**src/cpt_defs.svh**
```systemverilog
// Constants for the processor phase sequencer and clock generator
// =============================================================
// Functional notes
// - one phase flop set, steps on ac clock
// - four prep, ten exec phases; repeat, skip
// - prep one, three or four, exec one, ten
// - exec ten end loads next, enters prep one, panel two or io one
// - prep one decodes; format picks next phase
// - prep two up to two clocks; three fetches
// - prep four aligns, up to four clocks
// - exec one follows prep; near done jumps ten
// - panel, trap, io and switch phase flops
// - line start gives pulse; gates may inhibit
// - memory request holds clocks until data release
// - ac clock pulses 40 ns and 50 ns wide
// - selectable intervals 280, 380, 500 ns
// - line two from 180 or 210 ns tap
// - gate restart clock restarts line one
// - crossover keeps fast register clock, no ac clock
// - missing memory clock restarts line, sets trap
// - seven-flop divider gives 1 MHz, 16 kHz
// - 6-bit watchdog restarted at ends, interruptible points
// - watchdog reaching limit starts trap
// - time base 8k/4k/2k/500, external or line
// - rtc trigger decrements count; zero raises level
`ifndef CPT_DEFS_SVH
`define CPT_DEFS_SVH

// =============================================================
// timing
`define CPT_CLK_MHZ 125
`define CPT_UP(ns) ((((ns) * `CPT_CLK_MHZ) + 999) / 1000)
`define CPT_NARROW_NS 40
`define CPT_WIDE_NS 50
`define CPT_SHORT_NS 280
`define CPT_MEDIUM_NS 380
`define CPT_LONG_NS 500
`define CPT_TAP_CLR_NS 180
`define CPT_TAP_SET_NS 210
`define CPT_MISS_NS 2000
`define CPT_NARROW_CYC `CPT_UP(`CPT_NARROW_NS)
`define CPT_WIDE_CYC `CPT_UP(`CPT_WIDE_NS)
`define CPT_SHORT_CYC `CPT_UP(`CPT_SHORT_NS)
`define CPT_MEDIUM_CYC `CPT_UP(`CPT_MEDIUM_NS)
`define CPT_LONG_CYC `CPT_UP(`CPT_LONG_NS)
`define CPT_TAP_CLR_CYC `CPT_UP(`CPT_TAP_CLR_NS)
`define CPT_TAP_SET_CYC `CPT_UP(`CPT_TAP_SET_NS)
`define CPT_WDOG_TRIP 6'h2a
`define CPT_EA_W 17
`define CPT_FAST_TOP 17'h0000f

// =============================================================
// registers
`define CPT_A_CTRL 12'h000
`define CPT_A_STAT 12'h004
`define CPT_A_RTC 12'h008
`define CPT_F_IVL 1:0
`define CPT_F_TB 4:2
`define CPT_F_RUN 5
`define CPT_F_PHASE 4:0
`define CPT_F_TRAP 8
`define CPT_F_ZERO 9
`define CPT_F_WAIT 10
`define CPT_F_WDOG 21:16
`define CPT_F_RTC 15:0
`define CPT_IVL_RST 2'h1
`define CPT_TB_RST 3'h0
`define CPT_TB_8K 3'h0
`define CPT_TB_4K 3'h1
`define CPT_TB_2K 3'h2
`define CPT_TB_500 3'h3
`define CPT_TB_EXT 3'h4
`define CPT_TB_LINE 3'h5

`endif

```
**src/cpt_pkg.sv**
```systemverilog
// Types shared by the phase sequencer and its bench
package cpt_pkg;

   typedef enum logic [4:0] {
      prep_phase_one, prep_phase_two, prep_phase_three, prep_phase_four,
      exec_phase_one, exec_phase_two, exec_phase_three, exec_phase_four,
      exec_phase_five, exec_phase_six, exec_phase_seven, exec_phase_eight,
      exec_phase_nine, exec_phase_ten,
      panel_phase_first, panel_phase_two, panel_phase_three,
      panel_phase_four, panel_phase_five, panel_phase_last,
      interrupt_trap_phase_first, interrupt_trap_phase_second,
      io_phase_first, io_phase_two, io_phase_three, io_phase_last
   } cpt_phase_e;

   typedef enum logic {gen_run, gen_wait} cpt_gen_e;

   typedef struct packed {
      logic idx_req;
      logic ind_req;
      logic opnd_fetch;
      logic align_req;
      logic [1:0] align_clks;
      logic near_done;
      logic exec_hold;
      logic interruptible;
      logic panel_idle;
      logic io_req;
   } cpt_instr_s;

endpackage

```
**src/cpt_clocks.sv**
```systemverilog
// Processor phase sequencer, delay-line clock generator, watchdog and time base
`timescale 1ns/1ps
`include "cpt_defs.svh"

module cpt_clocks import cpt_pkg::*; #(
   parameter int MISS_NS = `CPT_MISS_NS
) (
   input wire logic MCLK,
   input wire logic RESET,
   input wire logic [11:0] PADDR,
   input wire logic PSEL,
   input wire logic PENABLE,
   input wire logic PWRITE,
   input wire logic [31:0] PWDATA,
   output logic [31:0] PRDATA,
   output logic PREADY,
   output logic PSLVERR,
   input wire cpt_instr_s INSTR_CTRL,
   input wire logic [`CPT_EA_W-1:0] EFF_ADDR,
   input wire logic DATA_RELEASE,
   input wire logic OSC_2MHZ,
   input wire logic EXT_TIMEBASE,
   input wire logic LINE_60HZ,
   output logic AC_CLOCK_NARROW,
   output logic AC_CLOCK_WIDE,
   output logic FAST_REG_CLOCK,
   output logic [25:0] PHASE,
   output logic [15:0] SWITCH_PHASE,
   output logic MEM_REQUEST,
   output logic LOAD_NEXT,
   output logic TRAP,
   output logic CLOCK_1MHZ,
   output logic CLOCK_16KHZ,
   output logic RTC_TRIGGER,
   output logic COUNT_ZERO
);

   localparam int MISS_CYC = (MISS_NS * `CPT_CLK_MHZ) / 1000;

   generate
      if (MISS_CYC < 1 || MISS_CYC > 4095) begin : g_bad_miss
         $error("MISS_NS gives a wait count outside 1..4095");
      end
   endgenerate

   localparam logic [6:0] narrow_c = 7'(`CPT_NARROW_CYC);
   localparam logic [6:0] wide_c = 7'(`CPT_WIDE_CYC);
   localparam logic [6:0] interval_short = 7'(`CPT_SHORT_CYC - 1);
   localparam logic [6:0] interval_medium = 7'(`CPT_MEDIUM_CYC - 1);
   localparam logic [6:0] interval_long = 7'(`CPT_LONG_CYC - 1);
   localparam logic [6:0] tap_clr_c = 7'(`CPT_TAP_CLR_CYC);
   localparam logic [6:0] tap_set_c = 7'(`CPT_TAP_SET_CYC);
   localparam logic [11:0] miss_last_c = 12'(MISS_CYC - 1);

   // =============================================================
   // input synchronisers: release, oscillator, external, line
   logic [3:0] s1_ff, s2_ff, s3_ff;
   logic [3:0] rise;

   always_ff @(posedge MCLK) begin
      if (RESET) begin
         s1_ff <= 4'h0;
         s2_ff <= 4'h0;
         s3_ff <= 4'h0;
      end else begin
         s1_ff <= {LINE_60HZ, EXT_TIMEBASE, OSC_2MHZ, DATA_RELEASE};
         s2_ff <= s1_ff;
         s3_ff <= s2_ff;
      end
   end

   assign rise = s2_ff & ~s3_ff;

   // =============================================================
   // control register
   logic [1:0] ivl_ff;
   logic [2:0] tb_sel_ff;
   logic run_ff;
   logic setup, wr_acc;

   assign setup = PSEL && !PENABLE;
   // a write lands only in the access cycle, which is the one with ready high
   assign wr_acc = PSEL && PENABLE && PWRITE && PREADY;

   always_ff @(posedge MCLK) begin
      if (RESET) begin
         ivl_ff <= `CPT_IVL_RST;
         tb_sel_ff <= `CPT_TB_RST;
         run_ff <= 1'b1;
      end else if (wr_acc && PADDR == `CPT_A_CTRL) begin
         ivl_ff <= PWDATA[`CPT_F_IVL];
         tb_sel_ff <= PWDATA[`CPT_F_TB];
         run_ff <= PWDATA[`CPT_F_RUN];
      end
   end

   // =============================================================
   // delay line clock generator
   cpt_gen_e gen_ff;
   logic [6:0] cnt_ff;
   logic [11:0] miss_ff;
   logic gate_ff, xover_ff, mem_req_ff;
   logic [6:0] end_cnt, tap;
   logic gate_restart_clock, missing_memory_clock, start, adv;
   logic issue, fast;

   always_comb begin
      unique case (ivl_ff)
         2'h0: end_cnt = interval_short;
         2'h1: end_cnt = interval_medium;
         default: end_cnt = interval_long;
      endcase
   end

   assign tap = mem_req_ff ? tap_set_c : tap_clr_c;
   // at or past the end, so a shorter interval written mid-cycle cannot wrap the count
   assign gate_restart_clock = gen_ff == gen_run && cnt_ff >= end_cnt;
   assign missing_memory_clock = gen_ff == gen_wait && mem_req_ff
      && miss_ff == miss_last_c;
   // line one stays inhibited while memory owes data
   assign start = run_ff && ((gate_restart_clock && !mem_req_ff)
      || (gen_ff == gen_wait && (!mem_req_ff || missing_memory_clock)));
   // phases step in the last cycle of the narrow ac clock, one cycle before its trailing edge
   assign adv = gen_ff == gen_run && gate_ff && cnt_ff == narrow_c - 7'h1;
   assign fast = EFF_ADDR <= `CPT_FAST_TOP;

   always_ff @(posedge MCLK) begin
      if (RESET) begin
         gen_ff <= gen_wait;
         cnt_ff <= 7'h0;
      end else if (start) begin
         gen_ff <= gen_run;
         cnt_ff <= 7'h0;
      end else if (gate_restart_clock) begin
         gen_ff <= gen_wait;
      end else if (gen_ff == gen_run) begin
         cnt_ff <= cnt_ff + 7'h1;
      end
   end

   always_ff @(posedge MCLK) begin
      if (RESET) begin
         gate_ff <= 1'b0;
      end else if (start) begin
         gate_ff <= !xover_ff;
      end
   end

   always_ff @(posedge MCLK) begin
      if (RESET) begin
         miss_ff <= 12'h0;
      end else if (gen_ff == gen_wait && mem_req_ff && !missing_memory_clock) begin
         miss_ff <= miss_ff + 12'h1;
      end else begin
         miss_ff <= 12'h0;
      end
   end

   always_ff @(posedge MCLK) begin
      if (RESET) begin
         mem_req_ff <= 1'b0;
      end else if (issue) begin
         mem_req_ff <= 1'b1;
      end else if (rise[0] || missing_memory_clock) begin
         mem_req_ff <= 1'b0;
      end
   end

   always_ff @(posedge MCLK) begin
      if (RESET) begin
         AC_CLOCK_NARROW <= 1'b0;
         AC_CLOCK_WIDE <= 1'b0;
         FAST_REG_CLOCK <= 1'b0;
      end else begin
         AC_CLOCK_NARROW <= gen_ff == gen_run && gate_ff && cnt_ff < narrow_c;
         AC_CLOCK_WIDE <= gen_ff == gen_run && gate_ff && cnt_ff < wide_c;
         // the fast register clock ignores the ac gate, so crossover still reaches it
         FAST_REG_CLOCK <= gen_ff == gen_run && cnt_ff >= tap
            && cnt_ff < tap + narrow_c;
      end
   end

   // =============================================================
   // phase sequencer
   cpt_phase_e state_ff, nxt_state;
   logic [1:0] hold_ff, nxt_hold;
   logic trap_pend_ff;
   logic load;

   always_comb begin
      nxt_state = state_ff;
      nxt_hold = hold_ff;
      load = 1'b0;
      if (adv) begin
         if (trap_pend_ff && state_ff != interrupt_trap_phase_first
               && state_ff != interrupt_trap_phase_second) begin
            nxt_state = interrupt_trap_phase_first;
            nxt_hold = 2'h0;
         end else begin
            unique case (state_ff)
               prep_phase_one: begin
                  if (INSTR_CTRL.idx_req || INSTR_CTRL.ind_req) begin
                     nxt_state = prep_phase_two;
                  end else if (INSTR_CTRL.opnd_fetch) begin
                     nxt_state = prep_phase_three;
                  end else begin
                     nxt_state = prep_phase_four;
                  end
                  nxt_hold = 2'h0;
               end
               prep_phase_two: begin
                  // indirect plus index needs the second clock time
                  if (INSTR_CTRL.idx_req && INSTR_CTRL.ind_req && hold_ff == 2'h0) begin
                     nxt_hold = 2'h1;
                  end else begin
                     nxt_state = prep_phase_three;
                     nxt_hold = 2'h0;
                  end
               end
               prep_phase_three: begin
                  nxt_state = INSTR_CTRL.align_req ? prep_phase_four : exec_phase_one;
               end
               prep_phase_four: begin
                  if (hold_ff < INSTR_CTRL.align_clks) begin
                     nxt_hold = hold_ff + 2'h1;
                  end else begin
                     nxt_state = exec_phase_one;
                     nxt_hold = 2'h0;
                  end
               end
               exec_phase_one, exec_phase_two, exec_phase_three, exec_phase_four,
               exec_phase_five, exec_phase_six, exec_phase_seven,
               exec_phase_eight, exec_phase_nine: begin
                  if (INSTR_CTRL.near_done) begin
                     nxt_state = exec_phase_ten;
                  end else if (!INSTR_CTRL.exec_hold) begin
                     nxt_state = cpt_phase_e'(state_ff + 5'h1);
                  end
               end
               exec_phase_ten: begin
                  load = 1'b1;
                  if (INSTR_CTRL.panel_idle) begin
                     nxt_state = panel_phase_two;
                  end else if (INSTR_CTRL.io_req) begin
                     nxt_state = io_phase_first;
                  end else begin
                     nxt_state = prep_phase_one;
                  end
               end
               panel_phase_first, panel_phase_four, panel_phase_five,
               panel_phase_last: nxt_state = prep_phase_one;
               panel_phase_two: begin
                  if (!INSTR_CTRL.panel_idle) begin
                     nxt_state = panel_phase_three;
                  end
               end
               panel_phase_three: nxt_state = exec_phase_ten;
               interrupt_trap_phase_first: nxt_state = interrupt_trap_phase_second;
               interrupt_trap_phase_second: nxt_state = prep_phase_one;
               io_phase_first: nxt_state = io_phase_two;
               io_phase_two: begin
                  if (SWITCH_PHASE[15]) begin
                     nxt_state = io_phase_three;
                  end
               end
               io_phase_three: nxt_state = io_phase_last;
               io_phase_last: nxt_state = prep_phase_one;
            endcase
         end
      end
   end

   always_ff @(posedge MCLK) begin
      if (RESET) begin
         state_ff <= exec_phase_ten;
         hold_ff <= 2'h0;
         PHASE <= 26'h1 << exec_phase_ten;
      end else begin
         state_ff <= nxt_state;
         hold_ff <= nxt_hold;
         PHASE <= 26'h1 << nxt_state;
      end
   end

   // switch phases move on the same edge as the io phase, never a cycle behind
   always_ff @(posedge MCLK) begin
      if (RESET) begin
         SWITCH_PHASE <= 16'h0;
      end else if (nxt_state != io_phase_two) begin
         SWITCH_PHASE <= 16'h0;
      end else if (state_ff != io_phase_two) begin
         SWITCH_PHASE <= 16'h0001;
      end else if (adv) begin
         SWITCH_PHASE <= {SWITCH_PHASE[14:0], 1'b0};
      end
   end

   // instruction fetch on exec ten, operand fetch into prep three outside crossover
   assign issue = adv && (load || (nxt_state == prep_phase_three
      && state_ff != prep_phase_three && !fast));

   always_ff @(posedge MCLK) begin
      if (RESET) begin
         xover_ff <= 1'b0;
      end else if (adv && nxt_state == prep_phase_three
            && state_ff != prep_phase_three && fast) begin
         xover_ff <= 1'b1;
      end else if (start) begin
         xover_ff <= 1'b0;
      end
   end

   always_ff @(posedge MCLK) begin
      if (RESET) begin
         LOAD_NEXT <= 1'b0;
         MEM_REQUEST <= 1'b0;
      end else begin
         LOAD_NEXT <= load;
         MEM_REQUEST <= issue || (mem_req_ff && !rise[0] && !missing_memory_clock);
      end
   end

   // =============================================================
   // oscillator divider and watchdog
   logic [6:0] div_ff;
   logic [5:0] wd_ff;
   logic tick_1m, tick_16k, wd_restart, wd_trip;

   always_ff @(posedge MCLK) begin
      if (RESET) begin
         div_ff <= 7'h0;
      end else if (rise[1]) begin
         div_ff <= div_ff + 7'h1;
      end
   end

   assign tick_1m = rise[1] && div_ff[0];
   assign tick_16k = rise[1] && &div_ff;
   assign wd_restart = load || (adv && INSTR_CTRL.interruptible);
   assign wd_trip = tick_1m && !wd_restart && wd_ff == `CPT_WDOG_TRIP - 6'h1;

   always_ff @(posedge MCLK) begin
      if (RESET) begin
         wd_ff <= 6'h0;
      end else if (wd_restart) begin
         wd_ff <= 6'h0;
      end else if (tick_1m && wd_ff != `CPT_WDOG_TRIP) begin
         wd_ff <= wd_ff + 6'h1;
      end
   end

   always_ff @(posedge MCLK) begin
      if (RESET) begin
         CLOCK_1MHZ <= 1'b0;
         CLOCK_16KHZ <= 1'b0;
      end else begin
         CLOCK_1MHZ <= div_ff[0];
         CLOCK_16KHZ <= div_ff[6];
      end
   end

   // =============================================================
   // trap state; a new trap beats a software clear in the same cycle
   logic trap_set;

   assign trap_set = wd_trip || missing_memory_clock;

   always_ff @(posedge MCLK) begin
      if (RESET) begin
         trap_pend_ff <= 1'b0;
      end else if (trap_set) begin
         trap_pend_ff <= 1'b1;
      end else if (adv && nxt_state == interrupt_trap_phase_first) begin
         trap_pend_ff <= 1'b0;
      end
   end

   always_ff @(posedge MCLK) begin
      if (RESET) begin
         TRAP <= 1'b0;
      end else if (trap_set) begin
         TRAP <= 1'b1;
      end else if (wr_acc && PADDR == `CPT_A_STAT && PWDATA[`CPT_F_TRAP]) begin
         TRAP <= 1'b0;
      end
   end

   // =============================================================
   // time base selector and real-time count
   logic [4:0] tb_cnt_ff;
   logic [15:0] rtc_ff;
   logic zero_stat_ff, tb_tick, zero_ev, rtc_wr;

   always_ff @(posedge MCLK) begin
      if (RESET) begin
         tb_cnt_ff <= 5'h0;
      end else if (tick_16k) begin
         tb_cnt_ff <= tb_cnt_ff + 5'h1;
      end
   end

   always_comb begin
      unique case (tb_sel_ff)
         `CPT_TB_8K: tb_tick = tick_16k && tb_cnt_ff[0];
         `CPT_TB_4K: tb_tick = tick_16k && &tb_cnt_ff[1:0];
         `CPT_TB_2K: tb_tick = tick_16k && &tb_cnt_ff[2:0];
         `CPT_TB_500: tb_tick = tick_16k && &tb_cnt_ff;
         `CPT_TB_EXT: tb_tick = rise[2];
         `CPT_TB_LINE: tb_tick = rise[3];
         default: tb_tick = 1'b0;
      endcase
   end

   assign rtc_wr = wr_acc && PADDR == `CPT_A_RTC;
   assign zero_ev = tb_tick && !rtc_wr && rtc_ff == 16'h0001;

   always_ff @(posedge MCLK) begin
      if (RESET) begin
         rtc_ff <= 16'h0;
      end else if (rtc_wr) begin
         rtc_ff <= PWDATA[`CPT_F_RTC];
      end else if (tb_tick && rtc_ff != 16'h0) begin
         rtc_ff <= rtc_ff - 16'h1;
      end
   end

   always_ff @(posedge MCLK) begin
      if (RESET) begin
         zero_stat_ff <= 1'b0;
      end else if (zero_ev) begin
         zero_stat_ff <= 1'b1;
      end else if (wr_acc && PADDR == `CPT_A_STAT && PWDATA[`CPT_F_ZERO]) begin
         zero_stat_ff <= 1'b0;
      end
   end

   always_ff @(posedge MCLK) begin
      if (RESET) begin
         RTC_TRIGGER <= 1'b0;
         COUNT_ZERO <= 1'b0;
      end else begin
         RTC_TRIGGER <= tb_tick;
         COUNT_ZERO <= zero_ev;
      end
   end

   // =============================================================
   // apb read side: data captured in setup, answered next cycle
   logic [31:0] rd_data;
   logic mapped;

   always_comb begin
      rd_data = 32'h0;
      mapped = 1'b1;
      unique case (PADDR)
         `CPT_A_CTRL: begin
            rd_data[`CPT_F_IVL] = ivl_ff;
            rd_data[`CPT_F_TB] = tb_sel_ff;
            rd_data[`CPT_F_RUN] = run_ff;
         end
         `CPT_A_STAT: begin
            rd_data[`CPT_F_PHASE] = state_ff;
            rd_data[`CPT_F_TRAP] = TRAP;
            rd_data[`CPT_F_ZERO] = zero_stat_ff;
            rd_data[`CPT_F_WAIT] = mem_req_ff;
            rd_data[`CPT_F_WDOG] = wd_ff;
         end
         `CPT_A_RTC: rd_data[`CPT_F_RTC] = rtc_ff;
         default: mapped = 1'b0;
      endcase
   end

   always_ff @(posedge MCLK) begin
      if (RESET) begin
         PREADY <= 1'b0;
         PSLVERR <= 1'b0;
         PRDATA <= 32'h0;
      end else begin
         PREADY <= setup;
         PSLVERR <= setup && !mapped;
         PRDATA <= (setup && !PWRITE) ? rd_data : 32'h0;
      end
   end

endmodule

```
**config.mk**
```make
export PLATFORM = sky130hd
export DESIGN_NAME = cpt_clocks
export DESIGN_NICKNAME = d
export VERILOG_FILES = /design/src/cpt_pkg.sv /design/src/cpt_clocks.sv
export VERILOG_INCLUDE_DIRS = /design/src
export SDC_FILE = /design/constraint.sdc
export NUM_CORES = 1
export LEC_CHECK = 0
export ABC_AREA = 0
export BUFFER_PORTS_ARGS = -buffer_cell sky130_fd_sc_hd__clkbuf_2
export CAP_MARGIN = 0
export CORE_AREA = 2 2 137 139
export DETAILED_ROUTE_END_ITERATION = 7
export DIE_AREA = 0 0 139 141
export PLACE_DENSITY = 0.69
export SETUP_SLACK_MARGIN = 0.02
export SLEW_MARGIN = 20
export SYNTH_ARGS = -nofsm -noshare
export SYNTH_HDL_FRONTEND = slang
export SYNTH_SLANG_ARGS = --single-unit
export TNS_END_PERCENT = 1
```
**constraint.sdc**
```tcl
create_clock -name MCLK -period 4.1 [get_ports MCLK]
set_input_delay 0.82 -clock MCLK [delete_from_list [all_inputs] [get_ports MCLK]]
set_output_delay 0.82 -clock MCLK [all_outputs]
set_load 0.1 [all_outputs]
```
# Yosys cells after proc, flatten, opt, wreduce, memory -nomap -nowiden

Cells that the tools add are included.
Widths: inputs -> output; s select.

$add $sub $neg: 9
$mul: 0
Div/mod/pow operators: 0
Order comparisons: 7
Eq/ne operators: 45
Shift-type cells: 1
Mux-type cells: 44
Bitwise gates (word level): 8
Reductions and logical operators: 100

Operator list:

| kind                  | number |
|---|---|
| $pmux 5 s13           | 1 |
| $eq 5x5->1 const B    | 11 |
| $logic_and 1x1->1     | 50 |
| $mux 5                | 10 |
| $eq 5x4->1 const B    | 8 |
| $mux 16               | 2 |
| $shl 1x5->26 const A  | 1 |
| $eq 5x3->1 const B    | 4 |
| $mux 1                | 20 |
| $ne 5x5->1 const B    | 4 |
| $le 17x4->1 const B   | 1 |
| $eq 16x1->1 const B   | 1 |
| $reduce_bool 16->1    | 1 |
| $reduce_bool 2->1     | 8 |
| $sub 16x1->16 const B | 1 |
| $eq 5x2->1 const B    | 3 |
| $pmux 5 s3            | 1 |
| $add 7x1->7 const B   | 2 |
| $lt 7x3->1 const B    | 2 |
| $add 12x1->12 const B | 1 |
| $eq 12x3->1 const B   | 1 |
| $eq 12x4->1 const B   | 1 |
| $eq 12x8->1 const B   | 1 |
| $logic_not 12->1      | 1 |
| other kinds (42)      | 78 |

Register bits: 170
Latch bits: 0
Bits in writable memories: 0
Memory bits (read-only): 0
Bits of input ports: 81
Output and inout bits: 86
Word-level logic and storage cells: 253
Memories: 0

# Longest topological paths before layout

Gate-level depths: netlist of the first run.

Depth in word-level cells: 12
Mapped depth: 13
Mapped depth without buffers: 10

# Worst setup path before layout of the first run

No wires, ideal clock.

Path type: register to register
Start: reg state_ff[1]
End: reg SWITCH_PHASE[15]
Library setup time: 0.067 ns
Arrival time: 3.158 ns
Data required time: 4.033 ns
Setup slack: 0.874 ns
Cell stages (with the launch flop): 12
Buffers on the path: 2
Clock period less this slack: 3.226 ns
Cells stage by stage: dfxtp_1 inv_1 ha_1 nor4_2 a211oi_1 or4_4 a32o_2 a2111o_1 or4_1 buf_2 buf_6 a21oi_2

Longest elaborated chain between the ends: 8
Elaborated cells on any way between the ends: 45
Classes of those cells: add/sub: 1; eq/ne: 29; mux: 9; reduce/logical: 6

Ends and longest elaborated chain:

| what                                 | line              | RTL |
|---|---|---|
| start, declared                      | cpt_clocks.sv:185 | `cpt_phase_e state_ff, nxt_state;` |
| start signal, assigned               | cpt_clocks.sv:275 | `state_ff <= exec_phase_ten;` |
| start signal, assigned               | cpt_clocks.sv:279 | `state_ff <= nxt_state;` |
| $add 5x1->5                          | cpt_clocks.sv:237 | `nxt_state = cpt_phase_e'(state_ff + 5'h1);` |
| $mux 5                               | cpt_clocks.sv:236 | `end else if (!INSTR_CTRL.exec_hold) begin` |
| $mux 5                               | cpt_clocks.sv:234 | `if (INSTR_CTRL.near_done) begin` |
| $pmux 5 s13                          | cpt_clocks.sv:200 | `unique case (state_ff)` |
| $mux 5                               | cpt_clocks.sv:195 | `if (trap_pend_ff && state_ff != interrupt_trap_phase_first` |
| $mux 5                               | cpt_clocks.sv:194 | `if (adv) begin` |
| $ne 5x5->1                           | cpt_clocks.sv:289 | `end else if (nxt_state != io_phase_two) begin` |
| $reduce_or 3->1 (no source line) (*) | -                 |  |
| end signal, assigned                 | cpt_clocks.sv:294 | `SWITCH_PHASE <= {SWITCH_PHASE[14:0], 1'b0};` |
| end, declared                        | cpt_clocks.sv:28  | `output logic [15:0] SWITCH_PHASE,` |

Every way passes the cells marked *; elsewhere a longest branch is shown, timed or not.
A chain may end at the register's enable or synchronous reset.

# Worst setup path in the final report of the first run

Start: reg state_ff[0]
End: reg SWITCH_PHASE[5]

The elaborated chain is that of the path after synthesis.

==> results.py, run 1 <==
metrics = {
    "status": {
        "status": "completed",
    },
    "power": {
        "power_density_nw_per_um2": 386.2,
        "power_leakage_nw": 3.528,
        "max-vdd-ir-drop_uv": 302.8,
        "total_power_mw": 3.327,
    },
    "yosys": {
        "syn-cell-area_um2": 7113,
        "yosysTopAreaCellShare_pct": 45.03,
        "synth_compound_area_share_pct": 13.12,
        "ys_ff_latch": 160,
        "avgSynthCellArea_um2": 8.825,
        "synthAdderAreaFrac_pct": 5.101,
        "yosysMostFrequentCell": "dfxtp_1",
        "netlist_top_cells_count": "dfxtp_1 (160), nor2_1 (116), nand2_1 (76), a21oi_1 (34), ha_1 (29)",
        "synth-edff-count": 0,
        "synthArstFlopShare_pct": 0,
        "synthMuxAreaShare_pct": 2.867,
        "synthTopCellsByArea": "dfxtp_1 (45%), nor2_1 (6.1%), ha_1 (5.1%), nand2_1 (4.0%), xnor2_1 (2.6%)",
        "ys_seq_area_share_pct": 45.03,
        "synth-main-ff-cell": "dfxtp_1",
        "yosysUniqueCellTypes": 68,
        "yosys.area_share.simple_pct": 25.08,
        "synthesis.instances": 806,
        "synth_xor_area_share_pct": 4.433,
        "synth_top_family_by_area": "simple AND/OR/NAND/NOR gates",
        "synth_top_area_cell": "dfxtp_1",
        "yosys_warnings": 0,
    },
    "cts": {
        "cts.sinks": 160,
        "clkTransAtPathRegs_ns": 0.06,
        "cts.htree.levels": 4,
        "cts_buffers": 17,
        "post_cts_resized": 0,
        "tritoncts": "yes",
        "ctsLongestPathBuffers": 2,
        "clockRootBuffer": "clkbuf_16",
        "holdBufCountCts": 0,
        "post-cts-setup-buffers": 0,
        "insertion_delay_ns": 0.43,
    },
    "final_layout": {
        "drive_gt1_share_pct": 21.99,
        "diodes": 0,
        "fin_area_um2": 8615,
        "syn_to_final_growth_pct": 21.11,
        "final_cells": 1189,
        "nets": 1052,
    },
    "detailed_routing": {
        "via_per_inst": 5.127,
        "ant_nets": 0,
        "drt-total-wl_um": 17130,
        "wl_per_cell_um": 14.41,
        "drt-initial-drc-count": 291,
        "first_pass_iters": 5,
        "drc": 0,
        "num_vias": 6096,
    },
    "worst_hold_path": {
        "min_from": "s2_ff[0]$_SDFF_PP0_",
        "hold_path.class": "reg2reg",
        "min_delay_worst_endpoint": "s3_ff[0]$_SDFF_PP0_",
        "hold_depth": 2,
    },
    "timing": {
        "fin_skew_ns": 0.01342,
        "maxSlewViolCount": 0,
        "fin_setup_tns_ns": 0,
        "timing.fmax_ghz": 0.2794,
        "tightest_slew_ns": 0.7098,
        "finalCritPeriodShare_pct": 87.31,
        "slew_headroom_pct": 52.25,
        "setup-violations-final": 0,
        "post-route-min-period_ns": 3.580,
        "finalHoldViolations": 0,
        "grt_setup_unrepaired": "no",
    },
    "setup_path": {
        "cp_max_fo": 15,
        "r2r-end": "SWITCH_PHASE[5]$_SDFFE_PP0P_",
        "cp-end-kind": "flip-flop",
        "cp-startpoint": "state_ff[0]$_SDFF_PP1_",
        "rr_startpoint": "state_ff[0]$_SDFF_PP1_",
        "rr_worst_depth": 10,
        "r2r_slack_ns": 0.52,
        "cp.required_ns": 4.46,
        "critPathKind": "reg2reg",
        "arrival_ns": 3.94,
        "cp-start-kind": "flip-flop",
    },
    "die": {
        "ioPinCount": 167,
        "coreArea_um2": 18270,
        "start_util_pct": 38.94,
        "die_w_um": 139,
        "die_area_um2": 19600,
        "die_h_um": 141,
        "rows": 50,
    },
    "grt": {
        "antenna_found_initial": 0,
        "grt.total_usage_pct": 17.32,
        "grt_overflow": 0,
        "grt_pass1_wl_um": 27570,
        "grt_max_degree": 44,
        "grt_pass1_vias": 5605,
    },
    "placement": {
        "place_hpwl_um": 12780,
        "place_inst": 1157,
        "gp_congestion": 0.8633,
        "portBuffers": 136,
        "post_dp_cell_area_um2": 8009,
    },
    "job": {
        "max_cap_viol_count": 0,
    },
}
==> kinds of logic after synthesis <==
| family | Yosys count |
|---|---|
| xor gates and xnor gates | 36 |
| muxes | 19 |
| buffers and inverters | 67 |
| DFF | 160 |
| other | 1 |
| AOI/OAI and AO/OA | 134 |
| and+or+nand+nor | 360 |
| adders and majority gates | 29 |
==> metal layers <==
| metal | wire (µm) | GRT usage [%] | vias up |
|---|---|---|---|
| li1 | - | - | 3066 |
| met2 | 8092 | 28.39 | 182 |
| met4 | 283 | 5.954 | 0 |
| met5 | 0 | 0 | - |
| met3 | 935 | 4.382 | 24 |
| met1 | 7822 | 22.32 | 2824 |
==> worst max-delay path, cell delays in order, from the launching register on <==
cell and delay [ns]:
dfxtp_1 0.58, inv_1 0.13, ha_1 0.29, or4_1 0.54, nand3_1 0.20, o221ai_1 0.16, a32o_2 0.34, a2111o_1 0.49
or4_1 0.43, buf_4 0.22, a21oi_1 0.13
==> worst max-delay path by stage <==
stage,slack [ns],to
floorplan,0.87,SWITCH_PHASE[15]$_SDFFE_PP0P_
global placement,0.60,SWITCH_PHASE[1]$_SDFFE_PP0P_
detailed placement,0.55,SWITCH_PHASE[5]$_SDFFE_PP0P_
CTS,0.52,SWITCH_PHASE[5]$_SDFFE_PP0P_
global route,0.36,SWITCH_PHASE[5]$_SDFFE_PP0P_
finish,0.52,SWITCH_PHASE[5]$_SDFFE_PP0P_
==> registers in the layout, summed over array words and instances, names as in the netlist, 2 cells and up <==
| signal | count |
|---|---|
| div_ff | 7 |
| wd_ff | 6 |
| s1_ff | 4 |
| SWITCH_PHASE | 16 |
| ivl_ff | 2 |
| cnt_ff | 7 |
| PRDATA | 22 |
| miss_ff | 12 |
| hold_ff | 2 |
| s3_ff | 4 |
| state_ff | 5 |
| PHASE | 26 |
| tb_sel_ff | 3 |
| rtc_ff | 16 |
| s2_ff | 4 |
| tb_cnt_ff | 5 |
==> area by class of cell <==
type | instances | area (µm²)
sequential | 160 | 3203
clock buffer | 19 | 452.9
inverter | 26 | 97.59
timing repair buffer | 149 | 778.2
fill | 1775 | 9653
tap | 234 | 292.8
clock inverter | 13 | 152.6
multi-input combinational | 588 | 3637
==> placed cells by master (no fill, tap or decap), types with 14 or more instances in the layout <==
cell type,instances
dfxtp_1,160
clkbuf_2,136
nor2_1,116
nand2_1,76
a21oi_1,34
ha_1,29
inv_1,26
nand3_1,24
nor2b_1,22
nor3_1,22
o21ai_0,22
xnor2_1,21
mux2i_1,17
clkbuf_16,17
xor2_1,15
and2_1,15
or3_1,14
==> metrics by stage <==
step / utilization, % / setup slack [ns] / hold slack, ns
2_1_floorplan: - / 0.8745 / 0.4046
3_3_place_gp: 43.84 / 0.5975 / 0.4197
3_5_place_dp: 43.84 / 0.5473 / 0.4270
4_1_cts: 47.16 / 0.5170 / 0.4406
5_1_grt: 47.16 / 0.3554 / 0.4603
6_report: 47.16 / 0.5203 / 0.4399
==> power breakdown <==
group	internal, mW	leakage, nW	switching (mW)
clock network	0.941	0.292	0.663
logic	0.0422	1.94	0.111
registers	1.56	1.29	0.00603
total	2.55	3.53	0.780
No activity file was read; power rests on OpenSTA's default activity.
==> run 2: changes to the inputs <==
Settings changed: CORE_AREA 2 2 137 139 to 8 8 143 145, DIE_AREA 0 0 139 141 to 0 0 151 153.
==> run 2 against run 1 <==
Flip-flop and latch count unchanged. Core utilization shrank 0.28 points. Worst setup slack improved by 0.041 ns. Count of clock-buffer cells in the layout fell by 1. Non-clock buffer count up 1. Sequential share of layout area grew 0.22 points. Largest cell class unchanged. Largest power group is now registers.
==> results.py, run 2 (synthesis gave the netlist of run 1 again) <==
metrics = {
    "final_layout": {
        "largest_reg_flops": 26,
        "top_regs": "PHASE: 26 flops, PRDATA: 22 flops",
        "final_util_pct": 46.88,
        "syn_to_final_growth_pct": 20.39,
        "layout_common_cells": "dfxtp_1 (160), clkbuf_2 (136), nor2_1 (116)",
        "drive_gt1_share_pct": 21.99,
        "top_register": "PHASE",
        "nets": 1053,
        "final_common_cell": "dfxtp_1",
        "final_cells": 1190,
        "fin_area_um2": 8563,
    },
    "timing": {
        "fin_setup_tns_ns": 0,
        "slew_headroom_pct": 52.41,
        "tightest_slew_ns": 0.7078,
        "grt_setup_unrepaired": "no",
        "setup-violations-final": 0,
        "post-route-min-period_ns": 3.539,
        "fin_skew_ns": 0.009991,
        "maxSlewViolCount": 0,
        "finalCritPeriodShare_pct": 86.32,
        "timing.fmax_ghz": 0.2826,
        "finalHoldViolations": 0,
    },
    "die": {
        "start_util_pct": 38.94,
        "rows": 50,
        "coreArea_um2": 18270,
        "die_w_um": 151,
        "die_h_um": 153,
        "ioPinCount": 167,
        "die_area_um2": 23100,
    },
    "detailed_routing": {
        "via_per_inst": 5.069,
        "routed.top_layer": "met4",
        "num_vias": 6032,
        "dr_wl_met3_um": 1159,
        "first_pass_iters": 5,
        "wl_per_cell_um": 14.95,
        "drc": 0,
        "ant_nets": 0,
        "drt-total-wl_um": 17790,
        "m1WireLength_um": 8069,
        "routed-wl-met2_um": 8382,
        "drt-initial-drc-count": 281,
    },
    "placement": {
        "place_inst": 1158,
        "portBuffers": 136,
        "gp_congestion": 0.8950,
        "post_dp_cell_area_um2": 8016,
        "place_hpwl_um": 13330,
    },
    "status": {
        "status": "completed",
    },
    "grt": {
        "grt_overflow": 0,
        "antenna_found_initial": 1,
        "grt_pass1_wl_um": 28850,
        "grt.total_usage_pct": 15.33,
        "grt_pass1_vias": 5699,
        "grt_max_degree": 56,
    },
    "cts": {
        "ctsLongestPathBuffers": 2,
        "cts.sinks": 160,
        "tritoncts": "yes",
        "clockRootBuffer": "clkbuf_16",
        "insertion_delay_ns": 0.43,
        "clkTransAtPathRegs_ns": 0.06,
        "holdBufCountCts": 0,
        "cts_buffers": 17,
        "post_cts_resized": 0,
        "cts.htree.levels": 4,
        "post-cts-setup-buffers": 0,
    },
    "power": {
        "max-vdd-ir-drop_uv": 432.1,
        "total_power_mw": 3.174,
        "power_leakage_nw": 3.490,
        "power_density_nw_per_um2": 370.6,
    },
    "setup_path": {
        "critPathKind": "reg2reg",
        "cp-start-kind": "flip-flop",
        "arrival_ns": 3.89,
        "rr_startpoint": "state_ff[0]$_SDFF_PP1_",
        "cp.required_ns": 4.45,
        "cp-startpoint": "state_ff[0]$_SDFF_PP1_",
        "cp_max_fo": 15,
        "cp-end-kind": "flip-flop",
    },
    "job": {
        "max_cap_viol_count": 0,
    },
    "worst_hold_path": {
        "min_from": "s2_ff[0]$_SDFF_PP0_",
        "hold_path.class": "reg2reg",
    },
}
-- run 2: cell count changes in the layout (fill, tap and decap cells not counted), sizes merged --
cell / before / now
buf: 13 / 14
bufinv: 2 / 0
clkbuf: 155 / 154
clkinv: 5 / 3
clkinvlp: 2 / 6
diode: 0 / 1
-- run 2: final timing paths --
check | to | slack [ns] | cells after the start
hold / removal | s3_ff[0]$_SDFF_PP0_ | 0.43 | 2
setup reg to reg | SWITCH_PHASE[2]$_SDFFE_PP0P_ | 0.56 | 10
setup / recovery | SWITCH_PHASE[2]$_SDFFE_PP0P_ | 0.56 | 10
hold reg to reg | s3_ff[0]$_SDFF_PP0_ | 0.43 | 2
-- run 2: power by group --
part | internal, mW | leakage, nW | switching, mW
clock network | 0.795 | 0.249 | 0.654
logic | 0.0424 | 1.95 | 0.112
registers | 1.56 | 1.29 | 0.00597
-- run 2: through the flow --
stage | setup slack, ns | hold slack [ns]
3_5_place_dp | 0.5993 | 0.4217
4_1_cts | 0.5741 | 0.4306
6_report | 0.5609 | 0.4268
2_1_floorplan | 0.8745 | 0.4046
3_3_place_gp | 0.6284 | 0.4129
5_1_grt | 0.3792 | 0.4561
-- run 2: critical path, stage by stage, from the launching register on --
cell and delay (ns):
dfxtp_1 0.52, inv_1 0.13, ha_1 0.32, nor2_1 0.22, a211oi_1 0.13, or4_4 0.54, a32o_2 0.33, a2111o_1 0.50
or4_1 0.43, buf_4 0.22, a21oi_1 0.12
-- run 2: per-layer routing --
layer | global-route usage (%) | vias up
met5 | 0 | -
met4 | 4.998 | 0
met3 | 3.897 | 20
met2 | 24.25 | 161
met1 | 19.88 | 2786
li1 | - | 3065
-- run 2: layout make-up --
type | instances | area (µm²)
multi-input cells | 588 | 3637
repair buffers | 150 | 785.8
diodes | 1 | 2.502
inverters | 26 | 97.59
fillers | 1759 | 9704
clock buffers | 18 | 439.2
clock inverters | 13 | 105.1
flip-flops and latches | 160 | 3203
well taps | 234 | 292.8
